--- config.mk ---
export PLATFORM = sky130hd
export DESIGN_NAME = reset_status_and_interrupt_logic
export DESIGN_NICKNAME = d
export VERILOG_FILES = /design/src/hw/rsi_pkg.sv /design/src/hw/reset_status_and_interrupt_logic.sv
export SDC_FILE = /design/constraint.sdc
export NUM_CORES = 1
export LEC_CHECK = 0
export BUFFER_PORTS_ARGS = -buffer_cell sky130_fd_sc_hd__buf_2
export CAP_MARGIN = 20
export CORE_UTILIZATION = 45
export DETAILED_ROUTE_END_ITERATION = 6
export PLACE_DENSITY = 0.77
export SLEW_MARGIN = 5
export SYNTH_ARGS = -nofsm -noshare
export SYNTH_HDL_FRONTEND = slang
export SYNTH_SLANG_ARGS = --single-unit
--- constraint.sdc ---
create_clock -name pclk -period 4 [get_ports pclk]
set_input_delay 0.4 -clock pclk [delete_from_list [all_inputs] [get_ports pclk]]
set_output_delay 0.4 -clock pclk [all_outputs]
set_load 0.01 [all_outputs]
--- src/hw/rsi_pkg.sv ---
package rsi_pkg;
    // Register indices; byte address is four times the index
    localparam logic [7:0] IDX_PULLDOWN  = 8'h0b;
    localparam logic [7:0] IDX_OPENDRAIN = 8'h0c;
    localparam logic [7:0] IDX_PULLUP    = 8'h0d;
    localparam logic [7:0] IDX_WDEDGE    = 8'h0e;
    localparam logic [7:0] IDX_MASK      = 8'h0f;
    localparam logic [7:0] IDX_FLAGS     = 8'h10;
    localparam logic [7:0] IDX_STATUS    = 8'h11;
    localparam logic [7:0] A_PULLDOWN    = 8'(IDX_PULLDOWN * 4);
    localparam logic [7:0] A_OPENDRAIN   = 8'(IDX_OPENDRAIN * 4);
    localparam logic [7:0] A_PULLUP      = 8'(IDX_PULLUP * 4);
    localparam logic [7:0] A_WDEDGE      = 8'(IDX_WDEDGE * 4);
    localparam logic [7:0] A_MASK        = 8'(IDX_MASK * 4);
    localparam logic [7:0] A_FLAGS       = 8'(IDX_FLAGS * 4);
    localparam logic [7:0] A_STATUS      = 8'(IDX_STATUS * 4);
    // Reset values
    localparam logic [7:0] PULLDOWN_RST  = 8'hf7;
    localparam logic [7:0] OPENDRAIN_RST = 8'h00;
    localparam logic [7:0] PULLUP_RST    = 8'hff;
    localparam logic [7:0] WDEDGE_RST    = 8'h80;
    localparam logic [2:0] IRQ_RST       = 3'h0;
    // Interrupt bit positions
    localparam int BIT_TMR  = 0;
    localparam int BIT_PORT = 1;
    localparam int BIT_EXT  = 2;
    // Watchdog/edge control bits
    localparam int BIT_WDTE = 7;
    localparam int BIT_EIS  = 6;
    // Status register bits
    localparam int ST_DOZE   = 0;
    localparam int ST_EXPIRY = 1;
    localparam int ST_SLEEP  = 2;
    localparam int ST_GIE    = 3;
    // Vectors
    localparam logic [7:0] VEC_IRQ  = 8'h08;
    localparam logic [7:0] VEC_TRAP = 8'h01;
    // Power state
    typedef enum logic {PS_RUN, PS_SLEEP} power_state_t;
endpackage

--- src/hw/reset_status_and_interrupt_logic.sv ---
`timescale 1ns/1ns
module reset_status_and_interrupt_logic
    import rsi_pkg::*;
(
    input  wire logic        pclk,
    input  wire logic        presetn,
    input  wire logic        psel,
    input  wire logic        penable,
    input  wire logic        pwrite,
    input  wire logic [7:0]  paddr,
    input  wire logic [31:0] pwdata,
    output logic      [31:0] prdata,
    output logic             pready,
    output logic             pslverr,
    input  wire logic        reset_pin_n,
    input  wire logic [7:0]  port6_pins,
    input  wire logic [7:0]  port6_is_input,
    input  wire logic        port6_read,
    input  wire logic        timer_ovf,
    input  wire logic        watchdog_expire,
    input  wire logic        watchdog_clear,
    input  wire logic        sleep_instr,
    input  wire logic        global_irq_on,
    input  wire logic        global_irq_off,
    input  wire logic        irq_return,
    input  wire logic        soft_trap_instr,
    output logic             core_reset,
    output logic             vector_take,
    output logic      [7:0]  vector_addr,
    output logic             resume_next,
    output logic      [2:0]  irq_request,
    output logic             watchdog_enable,
    output logic      [7:0]  port_pulldown_n,
    output logic      [7:0]  port_open_drain,
    output logic      [7:0]  port_pullup_n
);
    // Synchroniser stages: bit 8 is the reset pin, 7:0 port 6
    logic [8:0]   sync1_reg;
    logic [8:0]   sync2_reg;
    logic [8:0]   sync3_reg;
    logic [8:0]   stable_reg;        // Agreed pin levels
    logic         rst_prev_reg;      // Reset pin level last cycle
    logic         ext_prev_reg;      // Interrupt pin level last cycle
    logic         tmr_prev_reg;      // Timer overflow last cycle
    logic [7:0]   ref_reg;           // Port change reference
    logic [2:0]   flags_reg;         // Pending requests
    logic [2:0]   mask_reg;          // Per-source enables
    logic [7:0]   pulldown_reg;
    logic [7:0]   opendrain_reg;
    logic [7:0]   pullup_reg;
    logic [7:0]   wdedge_reg;        // Watchdog enable and pin select
    logic         expiry_reg;
    logic         doze_reg;
    logic         gie_reg;           // Global interrupt enable
    power_state_t state_reg;
    logic [31:0]  prdata_reg;
    logic         pslverr_reg;
    logic         core_reset_reg;
    logic         vector_take_reg;
    logic [7:0]   vector_addr_reg;
    logic         resume_reg;
    logic [2:0]   irq_req_reg;

    // Next values
    logic [2:0]   flags_next;
    logic         expiry_next;
    logic         doze_next;
    logic         gie_next;
    power_state_t state_next;

    // Three-stage pin synchronisers; level counts once stages 2 and 3 agree
    genvar gi;
    generate
        for (gi = 0; gi < 9; gi++) begin : g_sync
            always_ff @(posedge pclk or negedge presetn) begin
                if (!presetn) begin
                    sync1_reg[gi]  <= 1'b1;
                    sync2_reg[gi]  <= 1'b1;
                    sync3_reg[gi]  <= 1'b1;
                    stable_reg[gi] <= 1'b1;
                end else begin
                    sync1_reg[gi] <= (gi == 8) ? reset_pin_n : port6_pins[gi % 8];
                    sync2_reg[gi] <= sync1_reg[gi];
                    sync3_reg[gi] <= sync2_reg[gi];
                    if (sync2_reg[gi] == sync3_reg[gi]) begin
                        stable_reg[gi] <= sync3_reg[gi];
                    end
                end
            end
        end
    endgenerate

    // Event decode
    wire       sleeping   = (state_reg == PS_SLEEP);
    wire       running    = (state_reg == PS_RUN);
    wire       eis        = wdedge_reg[BIT_EIS];
    wire       pin_event  = stable_reg[8] & ~rst_prev_reg;
    wire       wdt_event  = watchdog_expire & ~pin_event;
    wire       soft_rst   = pin_event | watchdog_expire;
    wire       ext_fall   = eis & ext_prev_reg & ~stable_reg[0];
    wire       tmr_fall   = tmr_prev_reg & ~timer_ovf;
    wire [7:0] port_qual  = port6_is_input & ~{7'h00, eis};
    wire       port_hit   = |((stable_reg[7:0] ^ ref_reg) & port_qual);
    wire       port_set   = port_hit & mask_reg[BIT_PORT];
    wire       port_wake  = sleeping & port_set & ~soft_rst;
    wire       wake       = sleeping & (soft_rst | port_set);
    wire [2:0] irq_pend   = flags_reg & mask_reg;
    wire       dispatch   = running & gie_reg & (|irq_pend) & ~soft_rst;
    wire       trap       = running & gie_reg & soft_trap_instr & ~dispatch & ~soft_rst;
    wire       wake_vec   = wake & gie_reg;

    // Bus decode
    wire       setup      = psel & ~penable;
    wire       wr         = psel & penable & pwrite;
    wire       wr_pd      = wr & (paddr == A_PULLDOWN);
    wire       wr_od      = wr & (paddr == A_OPENDRAIN);
    wire       wr_pu      = wr & (paddr == A_PULLUP);
    wire       wr_we      = wr & (paddr == A_WDEDGE);
    wire       wr_mask    = wr & (paddr == A_MASK);
    wire       wr_flags   = wr & (paddr == A_FLAGS);
    wire [2:0] clr_keep   = wr_flags ? pwdata[2:0] : 3'h7;
    wire [2:0] set_vec    = {ext_fall, port_set, tmr_fall};
    wire [7:0] status_rd  = {4'h0, gie_reg, sleeping, expiry_reg, doze_reg};
    logic [31:0] rd_mux;
    logic        rd_hit;

    // Read mux
    always_comb begin
        rd_hit = 1'b1;
        rd_mux = 32'h0000_0000;
        if (paddr == A_PULLDOWN) begin
            rd_mux = {24'h000000, pulldown_reg};
        end else if (paddr == A_OPENDRAIN) begin
            rd_mux = {24'h000000, opendrain_reg};
        end else if (paddr == A_PULLUP) begin
            rd_mux = {24'h000000, pullup_reg};
        end else if (paddr == A_WDEDGE) begin
            rd_mux = {24'h000000, wdedge_reg};
        end else if (paddr == A_MASK) begin
            rd_mux = {29'h0000_0000, mask_reg};
        end else if (paddr == A_FLAGS) begin
            rd_mux = {29'h0000_0000, flags_reg};
        end else if (paddr == A_STATUS) begin
            rd_mux = {24'h000000, status_rd};
        end else begin
            rd_hit = 1'b0;
        end
    end

    // Flags: writing 0 clears, a same-cycle event wins, reset-type event clears
    always_comb begin
        if (soft_rst) begin
            flags_next = IRQ_RST;
        end else begin
            flags_next = (flags_reg & clr_keep) | set_vec;
        end
    end

    // Timeout and power-down flags
    always_comb begin
        expiry_next = expiry_reg;
        doze_next   = doze_reg;
        if (pin_event) begin
            if (sleeping) begin
                expiry_next = 1'b1;
                doze_next   = 1'b0;
            end
        end else if (watchdog_expire) begin
            expiry_next = 1'b0;
            if (sleeping) begin
                doze_next = 1'b0;
            end
        end else if (port_wake) begin
            expiry_next = 1'b1;
            doze_next   = 1'b0;
        end else if (watchdog_clear) begin
            expiry_next = 1'b1;
            doze_next   = 1'b1;
        end else if (sleep_instr & running) begin
            expiry_next = 1'b1;
            doze_next   = 1'b0;
        end
    end

    // Global enable; entry to a handler clears it
    always_comb begin
        if (soft_rst | dispatch | trap | wake_vec) begin
            gie_next = 1'b0;
        end else if (global_irq_on | irq_return) begin
            gie_next = 1'b1;
        end else if (global_irq_off) begin
            gie_next = 1'b0;
        end else begin
            gie_next = gie_reg;
        end
    end

    // Sleep state
    always_comb begin
        case (state_reg)
            PS_RUN:   state_next = (sleep_instr & ~soft_rst) ? PS_SLEEP : PS_RUN;
            PS_SLEEP: state_next = wake ? PS_RUN : PS_SLEEP;
            default:  state_next = PS_RUN;
        endcase
    end

    // Edge history and port reference
    always_ff @(posedge pclk or negedge presetn) begin
        if (!presetn) begin
            rst_prev_reg <= 1'b1;
            ext_prev_reg <= 1'b1;
            tmr_prev_reg <= 1'b0;
            ref_reg      <= 8'hff;
        end else begin
            rst_prev_reg <= stable_reg[8];
            ext_prev_reg <= stable_reg[0];
            tmr_prev_reg <= timer_ovf;
            if (port6_read) begin
                ref_reg <= stable_reg[7:0];
            end
        end
    end

    // Interrupt and status state; power-on sets both status flags
    always_ff @(posedge pclk or negedge presetn) begin
        if (!presetn) begin
            flags_reg  <= IRQ_RST;
            expiry_reg <= 1'b1;
            doze_reg   <= 1'b1;
            gie_reg    <= 1'b0;
            state_reg  <= PS_RUN;
        end else begin
            flags_reg  <= flags_next;
            expiry_reg <= expiry_next;
            doze_reg   <= doze_next;
            gie_reg    <= gie_next;
            state_reg  <= state_next;
        end
    end

    // Control registers; reset-type events restore them, port wake keeps all but the watchdog enable bit, which it sets
    always_ff @(posedge pclk or negedge presetn) begin
        if (!presetn) begin
            mask_reg      <= IRQ_RST;
            pulldown_reg  <= PULLDOWN_RST;
            opendrain_reg <= OPENDRAIN_RST;
            pullup_reg    <= PULLUP_RST;
            wdedge_reg    <= WDEDGE_RST;
        end else if (soft_rst) begin
            mask_reg      <= IRQ_RST;
            pulldown_reg  <= PULLDOWN_RST;
            opendrain_reg <= OPENDRAIN_RST;
            pullup_reg    <= PULLUP_RST;
            wdedge_reg    <= WDEDGE_RST;
        end else begin
            if (wr_mask) mask_reg <= pwdata[2:0];
            if (wr_pd) pulldown_reg <= pwdata[7:0];
            if (wr_od) opendrain_reg <= pwdata[7:0];
            if (wr_pu) pullup_reg <= pwdata[7:0];
            if (wake) begin
                wdedge_reg[BIT_WDTE] <= 1'b1; // Watchdog re-enables on wake
            end else if (wr_we) begin
                wdedge_reg <= pwdata[7:0];
            end
        end
    end

    // Bus answers: read data and error latched in setup, zero wait states
    always_ff @(posedge pclk or negedge presetn) begin
        if (!presetn) begin
            prdata_reg  <= 32'h0000_0000;
            pslverr_reg <= 1'b0;
        end else if (setup) begin
            prdata_reg  <= pwrite ? 32'h0000_0000 : rd_mux;
            pslverr_reg <= ~rd_hit;
        end
    end

    // Core-facing outputs
    always_ff @(posedge pclk or negedge presetn) begin
        if (!presetn) begin
            core_reset_reg  <= 1'b1;
            vector_take_reg <= 1'b0;
            vector_addr_reg <= VEC_IRQ;
            resume_reg      <= 1'b0;
            irq_req_reg     <= IRQ_RST;
        end else begin
            core_reset_reg  <= soft_rst;
            vector_take_reg <= dispatch | trap | wake_vec;
            vector_addr_reg <= trap ? VEC_TRAP : VEC_IRQ;
            resume_reg      <= wake & ~gie_reg;
            irq_req_reg     <= irq_pend;
        end
    end

    assign prdata          = prdata_reg;
    assign pready          = 1'b1;
    assign pslverr         = pslverr_reg;
    assign core_reset      = core_reset_reg;
    assign vector_take     = vector_take_reg;
    assign vector_addr     = vector_addr_reg;
    assign resume_next     = resume_reg;
    assign irq_request     = irq_req_reg;
    assign watchdog_enable = wdedge_reg[BIT_WDTE];
    assign port_pulldown_n = pulldown_reg;
    assign port_open_drain = opendrain_reg;
    assign port_pullup_n   = pullup_reg;
endmodule

# Yosys cells after proc, flatten, opt, wreduce, memory -nomap -nowiden
# Cells that the tools add are included.
[word_totals]
ff_bits = 132
latchBits = 0
ramBits = 0
romBits = 0
inputBits = 71
out_inout_bits = 73
wordCells = 187
n_memories = 0
[classes]
n_addsub = 0
n_mul = 0
n_div = 0
magnitude_cmp = 0
n_eq_ne = 18
shift = 0
muxes = 48
bitwise = 51
reduce_logical = 12
[ops]
columns = ["operator", "count"]
rows = [
  ["two-way mux 32 bit", 3],
  ["two-way mux 8 bit", 10],
  ["== test 8 x 6 -> 1 bit, second input constant", 5],
  ["bitwise AND 1 bit", 27],
  ["two-way mux 1 bit", 25],
  ["bitwise AND 8 bit", 2],
  ["== test 8 x 7 -> 1 bit, second input constant", 2],
  ["two-way mux 4 bit", 4],
  ["two-way mux 3 bit", 4],
  ["nonzero test 2 bit", 5],
  ["== test 1 bit", 9],
  ["NOT 1 bit", 9],
  ["NOT 1 -> 8 bit", 1],
  ["OR 1 bit", 8],
  ["OR reduction 8 bit", 1],
  ["bitwise XOR 8 bit", 1],
  ["two-way mux 7 bit", 1],
  ["bitwise AND 3 bit", 2],
  ["nonzero test 3 bit", 2],
  ["nonzero test 5 bit", 1],
  ["!= test 2 bit, second input constant", 2],
  ["AND reduction 2 bit", 2],
  ["OR 3 bit", 1],
  ["OR reduction 3 bit", 1],
  ["case mux 1 bit (2 select lines)", 1],
]

# Longest topological paths before layout
# Gate-level depths: netlist of the first run.
[logic_depth]
word_depth = 11
depth_mapped = 7
ltp_nobuf = 6

# Least setup slack after synthesis of the first run
# OpenSTA, ideal clock, no wires.
[synth_path]
path_type = "input to register"
from = "input port paddr[1]"
to = "register prdata_reg[2], in the netlist prdata[2]"
setup_time_ps = 132
t_arrival_ps = 1895
required_time_ps = 3868
path_slack_ps = 1973
stages = 7
n_path_buf = 2
path_cell_list = "or3_1 > buf_6 > or2_1 > buf_6 > a221o_1 > a222oi_1 > o31ai_1"
[synth_via]
elab_chain_cells = 9
elab_cells_between_ends = 15
classes_between = "eq/ne (7); mux (8)"
[synth_lines]
columns = ["item", "line_no", "rtl"]
rows = [
  ["from (decl)", "reset_status_and_interrupt_logic.sv:10", "input wire logic [7:0] paddr,"],
  ["== test 8 x 7 -> 1 bit", "reset_status_and_interrupt_logic.sv:143", "end else if (paddr == A_STATUS) begin"],
  ["two-way mux 4 bit", "reset_status_and_interrupt_logic.sv:143", ""],
  ["two-way mux 4 bit", "reset_status_and_interrupt_logic.sv:141", "end else if (paddr == A_FLAGS) begin"],
  ["two-way mux 4 bit", "reset_status_and_interrupt_logic.sv:139", "end else if (paddr == A_MASK) begin"],
  ["two-way mux 8 bit", "reset_status_and_interrupt_logic.sv:137", "end else if (paddr == A_WDEDGE) begin"],
  ["two-way mux 8 bit", "reset_status_and_interrupt_logic.sv:135", "end else if (paddr == A_PULLUP) begin"],
  ["two-way mux 32 bit", "reset_status_and_interrupt_logic.sv:133", "end else if (paddr == A_OPENDRAIN) begin"],
  ["two-way mux 32 bit *", "reset_status_and_interrupt_logic.sv:131", "if (paddr == A_PULLDOWN) begin"],
  ["two-way mux 32 bit *", "reset_status_and_interrupt_logic.sv:274", "prdata_reg <= pwrite ? 32'h0000_0000 : rd_mux;"],
  ["to (signal assigned)", "reset_status_and_interrupt_logic.sv:274", ""],
  ["to (decl)", "reset_status_and_interrupt_logic.sv:56", "logic [31:0] prdata_reg;"],
]
# Mark *: on every way between the ends. The rest lies on a longest branch, timed or not.
# A chain may end at the register's enable or synchronous reset.

# Worst setup path in the final report of the first run
[layout_path]
from = "input port paddr[1]"
to = "register pullup_reg[0], in the netlist port_pullup_n[0]"
[layout_via]
elab_chain_cells = 3
[layout_lines]
columns = ["item", "line_no", "rtl"]
rows = [
  ["== test 8 x 6 -> 1 bit", "reset_status_and_interrupt_logic.sv:117", "wire wr_pu = wr & (paddr == A_PULLUP);"],
  ["bitwise AND 1 bit", "reset_status_and_interrupt_logic.sv:117", ""],
  ["nonzero test 2 bit (no line)", "--", ""],
  ["to (signal assigned)", "reset_status_and_interrupt_logic.sv:259", "if (wr_pu) pullup_reg <= pwdata[7:0];"],
  ["to (decl)", "reset_status_and_interrupt_logic.sv:50", "logic [7:0] pullup_reg;"],
]
# Every way passes these cells.

==> results of run 1 <==
-- critical path, delay by kind of cell --
family	cells	cell delay [ns]
buf+inv	1	0.09
mux	1	0.27
simple gates	4	1.56
-- power groups by stage --
| stage | registers [W] | logic (W) | clock network (W) |
|---|---|---|---|
| 2_1_floorplan | 0.00120 | 0.000134 | 0 |
| 3_3_place_gp | 0.00120 | 0.000186 | 0 |
| 3_5_place_dp | 0.00121 | 0.000193 | 0 |
| 4_1_cts | 0.00119 | 0.000194 | 0.000688 |
| 5_1_grt | 0.00119 | 0.000215 | 0.000728 |
| 6_report | 0.00119 | 0.000192 | 0.000667 |
-- stage by stage --
stage               util (%)  setup slack, ns  total power [W]
finish                  53.8             1.96          0.00205
CTS                     53.8             1.97          0.00207
floorplan                  -             1.97          0.00133
global placement        51.6             1.66          0.00139
detailed placement      51.6             1.59          0.00140
global route            53.8             1.78          0.00214
-- synthesized netlist by cell type, types with 5 or more instances --
cell,instances,area (um^2)
o211ai_1,8,60.1
o21ai_0,14,70.1
nand2_1,49,184
o31ai_1,10,75.1
nor2_1,15,56.3
xor2_1,8,70.1
mux2i_1,21,210
mux2_2,10,113
o21ai_1,5,25.0
buf_4,31,233
a221oi_1,5,43.8
clkbuf_1,12,45.0
nand3_1,12,60.1
maj3_1,9,90.1
dfrtp_1,40,1000
inv_1,13,48.8
a21oi_1,21,105
dfstp_2,66,1730
-- path summary, 6_finish.rpt --
path,startpoint,to,slack (ns),cells after the start
max,paddr[1],port_pullup_n[0]$_DFFE_PN1P_,1.96,6
min,port6_pins[1],sync1_reg[1]$_DFF_PN1_,0.12,1
max reg2reg,stable_reg[8]$_DFFE_PN1N_,gie_reg$_DFFE_PN0P_,2.27,6
min reg2reg,sync1_reg[2]$_DFF_PN1_,sync2_reg[2]$_DFF_PN1_,0.35,0
max in group asynchronous,presetn,sync1_reg[8]$_DFF_PN1_,2.84,2
min in group asynchronous,presetn,prdata[2]$_DFFE_PN0P_,0.16,1
-- cell families (layout without fill, tap and decap cells) --
family,count (synthesis),in the layout
other cells,2,31
compound gates,85,85
flops,106,106
mux,31,31
xor+xnor,8,8
fa+ha+maj,9,9
simple gates,107,107
buf+inv,61,122
-- per-layer routing --
| metal | routed length [um] | track usage [%] |
|---|---|---|
| met1 | 4290 | 24.7 |
| met2 | 4820 | 31.8 |
| met3 | 716 | 5.01 |
| met4 | 136 | 4.49 |
| met5 | 0 | 0 |
-- area by class of cell --
class | count | area, um^2
sequential | 106 | 2740
inverter | 13 | 48.8
clock inverter | 6 | 63.8
fill | 892 | 4600
multi-input combinational | 271 | 1710
tap | 133 | 166
timing repair buffer | 93 | 480
clock buffer | 10 | 149
==> metrics.csv, run 1 <==
metric;value;unit
status;finished, final reports clean;
PortBufs;88;
post-CTS sizing;0;
largest net degree at the start of global routing;79;
type of origin of the critical path;primary input;
RSZ-0062 raised after global routing;false;
Post-DP HPWL;7270;um
sequential share of power;58.0;%
layout cells sized above 1;38.3;%
Psw;0.000538;W
max-cap violations;0;
vias per cell;5.29;
Longest Clk Path Bufs;2;
Internal Power;0.00151;W
critical setup path kind;in2reg;
post-synthesis mux area share;6.87;%
global-route wire length before repair;16100;um
slew margin rel.;36.7;%
Synth Instances;409;
slowest stage cell, crit path;nor3_4;
CTS tree;yes;
DR DRC count;0;
Area growth syn-to-layout;14.0;%
area share of fa/ha/maj cells after synthesis;1.92;%
Initial Utilization;47.2;%
Post-synth EDFFs;0;
Final ANT Viol Nets;0;
I/O pin cnt;144;
largest family of logic cells by synthesized area;compound AO/OA/AOI/OAI gates;
combinational group share of total power;9.4;%
FP Rows;36;
Clock Tree Root;clkbuf_8;
crit path time final;2.04;ns
Critical Path AT;2.33;ns
CTS Sinks;106;
PwrDens;382;nW/um^2
DP Area;5140;um^2
sequential share of the synthesized area;58.2;%
Total Routing Usage GR;19.0;%
CP endpoint kind;register;
critical path, cell by cell;buf_2, or3_1, or2_1, nor3_4, mux2i_1, nand2_1;
Worst-Skew Late Latency;0.37;ns
commonest non-fill, non-tap cell in the layout;buf_2;
Cells after DPL;616;
endpoints failing hold;0;
via total after detailed routing;3345;
Die Y;104;um
worst slew pin tran;0.949;ns
gp weighted congestion;0.850;
pins over their slew limit;0;
Min Hold Slack;0.118;ns
post-CTS setup buffers;0;
Fin Clk Skew;0.0158;ns
H-tree depth;3;
Synth Area per Inst;11.5;um^2
xor-xnor portion of the synthesized cell area;1.49;%
clk slew on worst S/H paths;0.11;ns
CP required;4.28;ns
clock share of power;32.6;%
number of distinct library cells after synthesis;52;
maximum clock rate;489;MHz
layout net count;565;
hold_buf cts;0;
drt first pass iters;7;
critical path fanouts, max;9;
ys async rst share;100;%
post-synthesis simple-gate area fraction;11.6;%
Synth Cell Area;4700;um^2
GRT Residual Overflow;0;
Synth Area in Compound Gates;12.0;%
initial antenna violation count;0;
wire per inst;15.8;um
Die W;104;um
Yosys reg bits;106;
Synthesis Warnings;0;
Synth Flop Type;dfstp_2;
Worst VDD drop;0.000299;V
crit-path max cell delay;0.57;ns
Setup Total Neg Slack;0;ns
min-delay worst type;in2reg;
Core ar.;9950;um^2
final wirelength;9960;um
TritonCTS Buffers;9;
Final period util;51.1;%
First DRT Iteration DRCs;164;
DIE AREA;10800;um^2
Finished Cell Area;5350;um^2
# diodes;0;
number of global-route vias before repair;3228;
commonest non-fill, non-tap cells in the layout;87 x buf_2, 66 x dfstp_2, 49 x nand2_1, 40 x dfrtp_1, 31 x conb_1;
switching share of power;26.3;%
non-filler cells, final;632;
setup violators final;0;
Leak;2.35;nW
(Power assumes the default switching activity.)
==> run 2: changes to the inputs <==
clock period = 2.1 ns   (was 4 ns; I/O delays follow)
==> run 2 against run 1 <==
Utilization is 2.0 points higher. Clock power grew 84%. Global-route usage up 0.42 points. Highest routed layer unchanged. Combinational power rose by 100%. Non-clock buffer count increased by 24. Flip-flop and latch count did not move. Cell area is 3.8% higher.
==> metrics.csv, run 2 (same netlist as run 1, synthesis figures left out) <==
metric;value;unit;change
clk slew on worst S/H paths;0.11;ns;about the same
worst r2r path cells;6;;unchanged
pins over their slew limit;0;;unchanged
DIE AREA;10800;um^2;unchanged
Post-DP HPWL;7640;um;+5.1%
maximum clock rate;580;MHz;
drt first pass iters;4;;-3
Critical Path End;wdedge_reg[6]$_DFFE_PN0P_;;
Final period util;82.1;%;
R2R setup slack;0.38;ns;-1.89 ns
I/O pin cnt;144;;unchanged
DR DRC count;0;;unchanged
Util after Layout;55.8;%;+2.0 points
type of origin of the critical path;register;;
PortBufs;88;;unchanged
setup violators final;0;;unchanged
First DRT Iteration DRCs;178;;+8.5%
filler cell count;864;;-3.1%
wire per inst;15.5;um;-1.4%
layout cells sized above 1;39.0;%;+0.73 points
DP Area;5250;um^2;+2.1%
CTS Sinks;106;;unchanged
hold_buf cts;11;;+11
Clock Tree Root;clkbuf_8;;
global-route wire length before repair;16500;um;+2.5%
crit-path max cell delay;0.59;ns;+0.02 ns
Area growth syn-to-layout;18.3;%;
worst slew pin tran;0.561;ns;-0.388 ns
via total after detailed routing;3369;;+0.72%
critical path, cell by cell;xor2_1, a32oi_1, a41oi_1, buf_4, o211ai_1, o31ai_1;;
commonest non-fill, non-tap cell in the layout;buf_2;;
Worst-Skew Late Latency;0.37;ns;about the same
Worst VDD drop;0.000483;V;+62%
endpoints failing hold;0;;unchanged
post-CTS sizing;0;;unchanged
met2 usage;31.0;%;-0.81 points
TritonCTS Buffers;9;;unchanged
PwrDens;699;nW/um^2;+83%
Finished Cell Area;5560;um^2;+3.8%
CP endpoint kind;register;;
Total Routing Usage GR;19.4;%;+0.42 points
Initial Utilization;47.2;%;unchanged
FF-to-FF Start;stable_reg[0]$_DFFE_PN1N_;;
critical path fanouts, max;17;;+8
commonest non-fill, non-tap cells in the layout;87 x buf_2, 66 x dfstp_2, 49 x nand2_1, 40 x dfrtp_1, 31 x conb_1;;
number of global-route vias before repair;3283;;+1.7%
largest net degree at the start of global routing;45;;-43%
Final ANT Viol Nets;0;;unchanged
reg2reg end;wdedge_reg[6]$_DFFE_PN0P_;;
slowest stage cell, crit path;dfstp_2;;
gp weighted congestion;0.826;;-2.8%
CP required;2.34;ns;-1.94 ns
delay-heaviest family, CP;compound AO/OA/AOI/OAI gates;;
vias per cell;5.14;;-3.0%
layout net count;589;;+4.2%
min-delay worst type;in2reg;;
CTS tree;yes;;
Die Y;104;um;unchanged
critical setup path kind;reg2reg;;
crit path time final;1.72;ns;
Setup Total Neg Slack;0;ns;unchanged
met1 GRT Util;26.2;%;+1.5 points
grt met3 use;4.95;%;-0.063 points
RSZ-0062 raised after global routing;false;;
Top Usage Layer GRT;met2;;
FP Rows;36;;unchanged
Fin Clk Skew;0.0134;ns;-0.00245 ns
Critical Path AT;1.96;ns;-0.37 ns
Worst path depth;6;;unchanged
status;finished, final reports clean;;
final wirelength;10200;um;+2.3%
Leak;2.46;nW;+4.6%
initial antenna violation count;0;;unchanged
post-CTS setup buffers;0;;unchanged
start point of the critical path;stable_reg[0]$_DFFE_PN1N_;;
Core ar.;9950;um^2;unchanged
GRT Residual Overflow;0;;unchanged
max-cap violations;0;;unchanged
slew margin rel.;62.6;%;+26 points
H-tree depth;3;;unchanged
Longest Clk Path Bufs;2;;unchanged
# diodes;0;;unchanged
Die W;104;um;unchanged
Worst Path Buf+Inv;1;;unchanged
-- run 2: cell count changes in the layout (fill, tap and decap cells not counted) --
cell / change
buf_12: +1
buf_4: +12
clkbuf_16: -1
clkinv_4: +2
clkinvlp_4: -1
dlygate4sd3_1: +11
inv_6: +1
inv_8: -1
-- run 2: routing by layer --
metal / vias up / routed length (um)
li1: 1588 / -
met1: 1635 / 4690
met2: 128 / 4740
met3: 18 / 535
met4: 0 / 229
met5: - / 0
-- run 2: cell type report --
type	instances	area, um^2	share of cell area, %
Timing Repair Buffer	117	701	12.6
Tap cell	133	166	3.00
Multi-Input combinational cell	271	1710	30.8
Clock buffer	9	124	2.23
Sequential cell	106	2740	49.2
Clock inverter	7	71.3	1.28
Inverter	13	48.8	0.878
-- run 2: worst min-delay path by stage --
stage | startpoint | slack [ns] | to | depth (start not counted)
after global placement | presetn | 0.24 | mask_reg[2]$_DFFE_PN0P_ | 1
after floorplan | presetn | -0.09 | flags_reg[0]$_DFF_PN0_ | 0
after global routing | soft_trap_instr | 0.03 | vector_addr[3]$_DFF_PN1_ | 2
after CTS | soft_trap_instr | 0.02 | vector_addr[3]$_DFF_PN1_ | 2
after detailed placement | presetn | 0.24 | mask_reg[2]$_DFFE_PN0P_ | 1
final | soft_trap_instr | 0.04 | vector_addr[3]$_DFF_PN1_ | 2
-- run 2: through the flow --
| step | worst slack [ns] | hold WS [ns] | power, W | cells |
|---|---|---|---|---|
| floorplan | 0.246 | -0.0856 | 0.00253 | 438 |
| global placement | 0.109 | 0.237 | 0.00265 | 629 |
| detailed placement | 0.0618 | 0.243 | 0.00268 | 629 |
| CTS | 0.346 | 0.0230 | 0.00392 | 656 |
| global route | 0.221 | 0.0296 | 0.00407 | 656 |
| finish | 0.377 | 0.0384 | 0.00388 | 656 |
-- run 2: report_power, final --
part / internal, W / leakage [nW] / switching, W
logic: 0.000163 / 1.12 / 0.000229
registers: 0.00220 / 1.24 / 0.0000628
clock network: 0.000465 / 0.0991 / 0.000767
total: 0.00283 / 2.46 / 0.00106
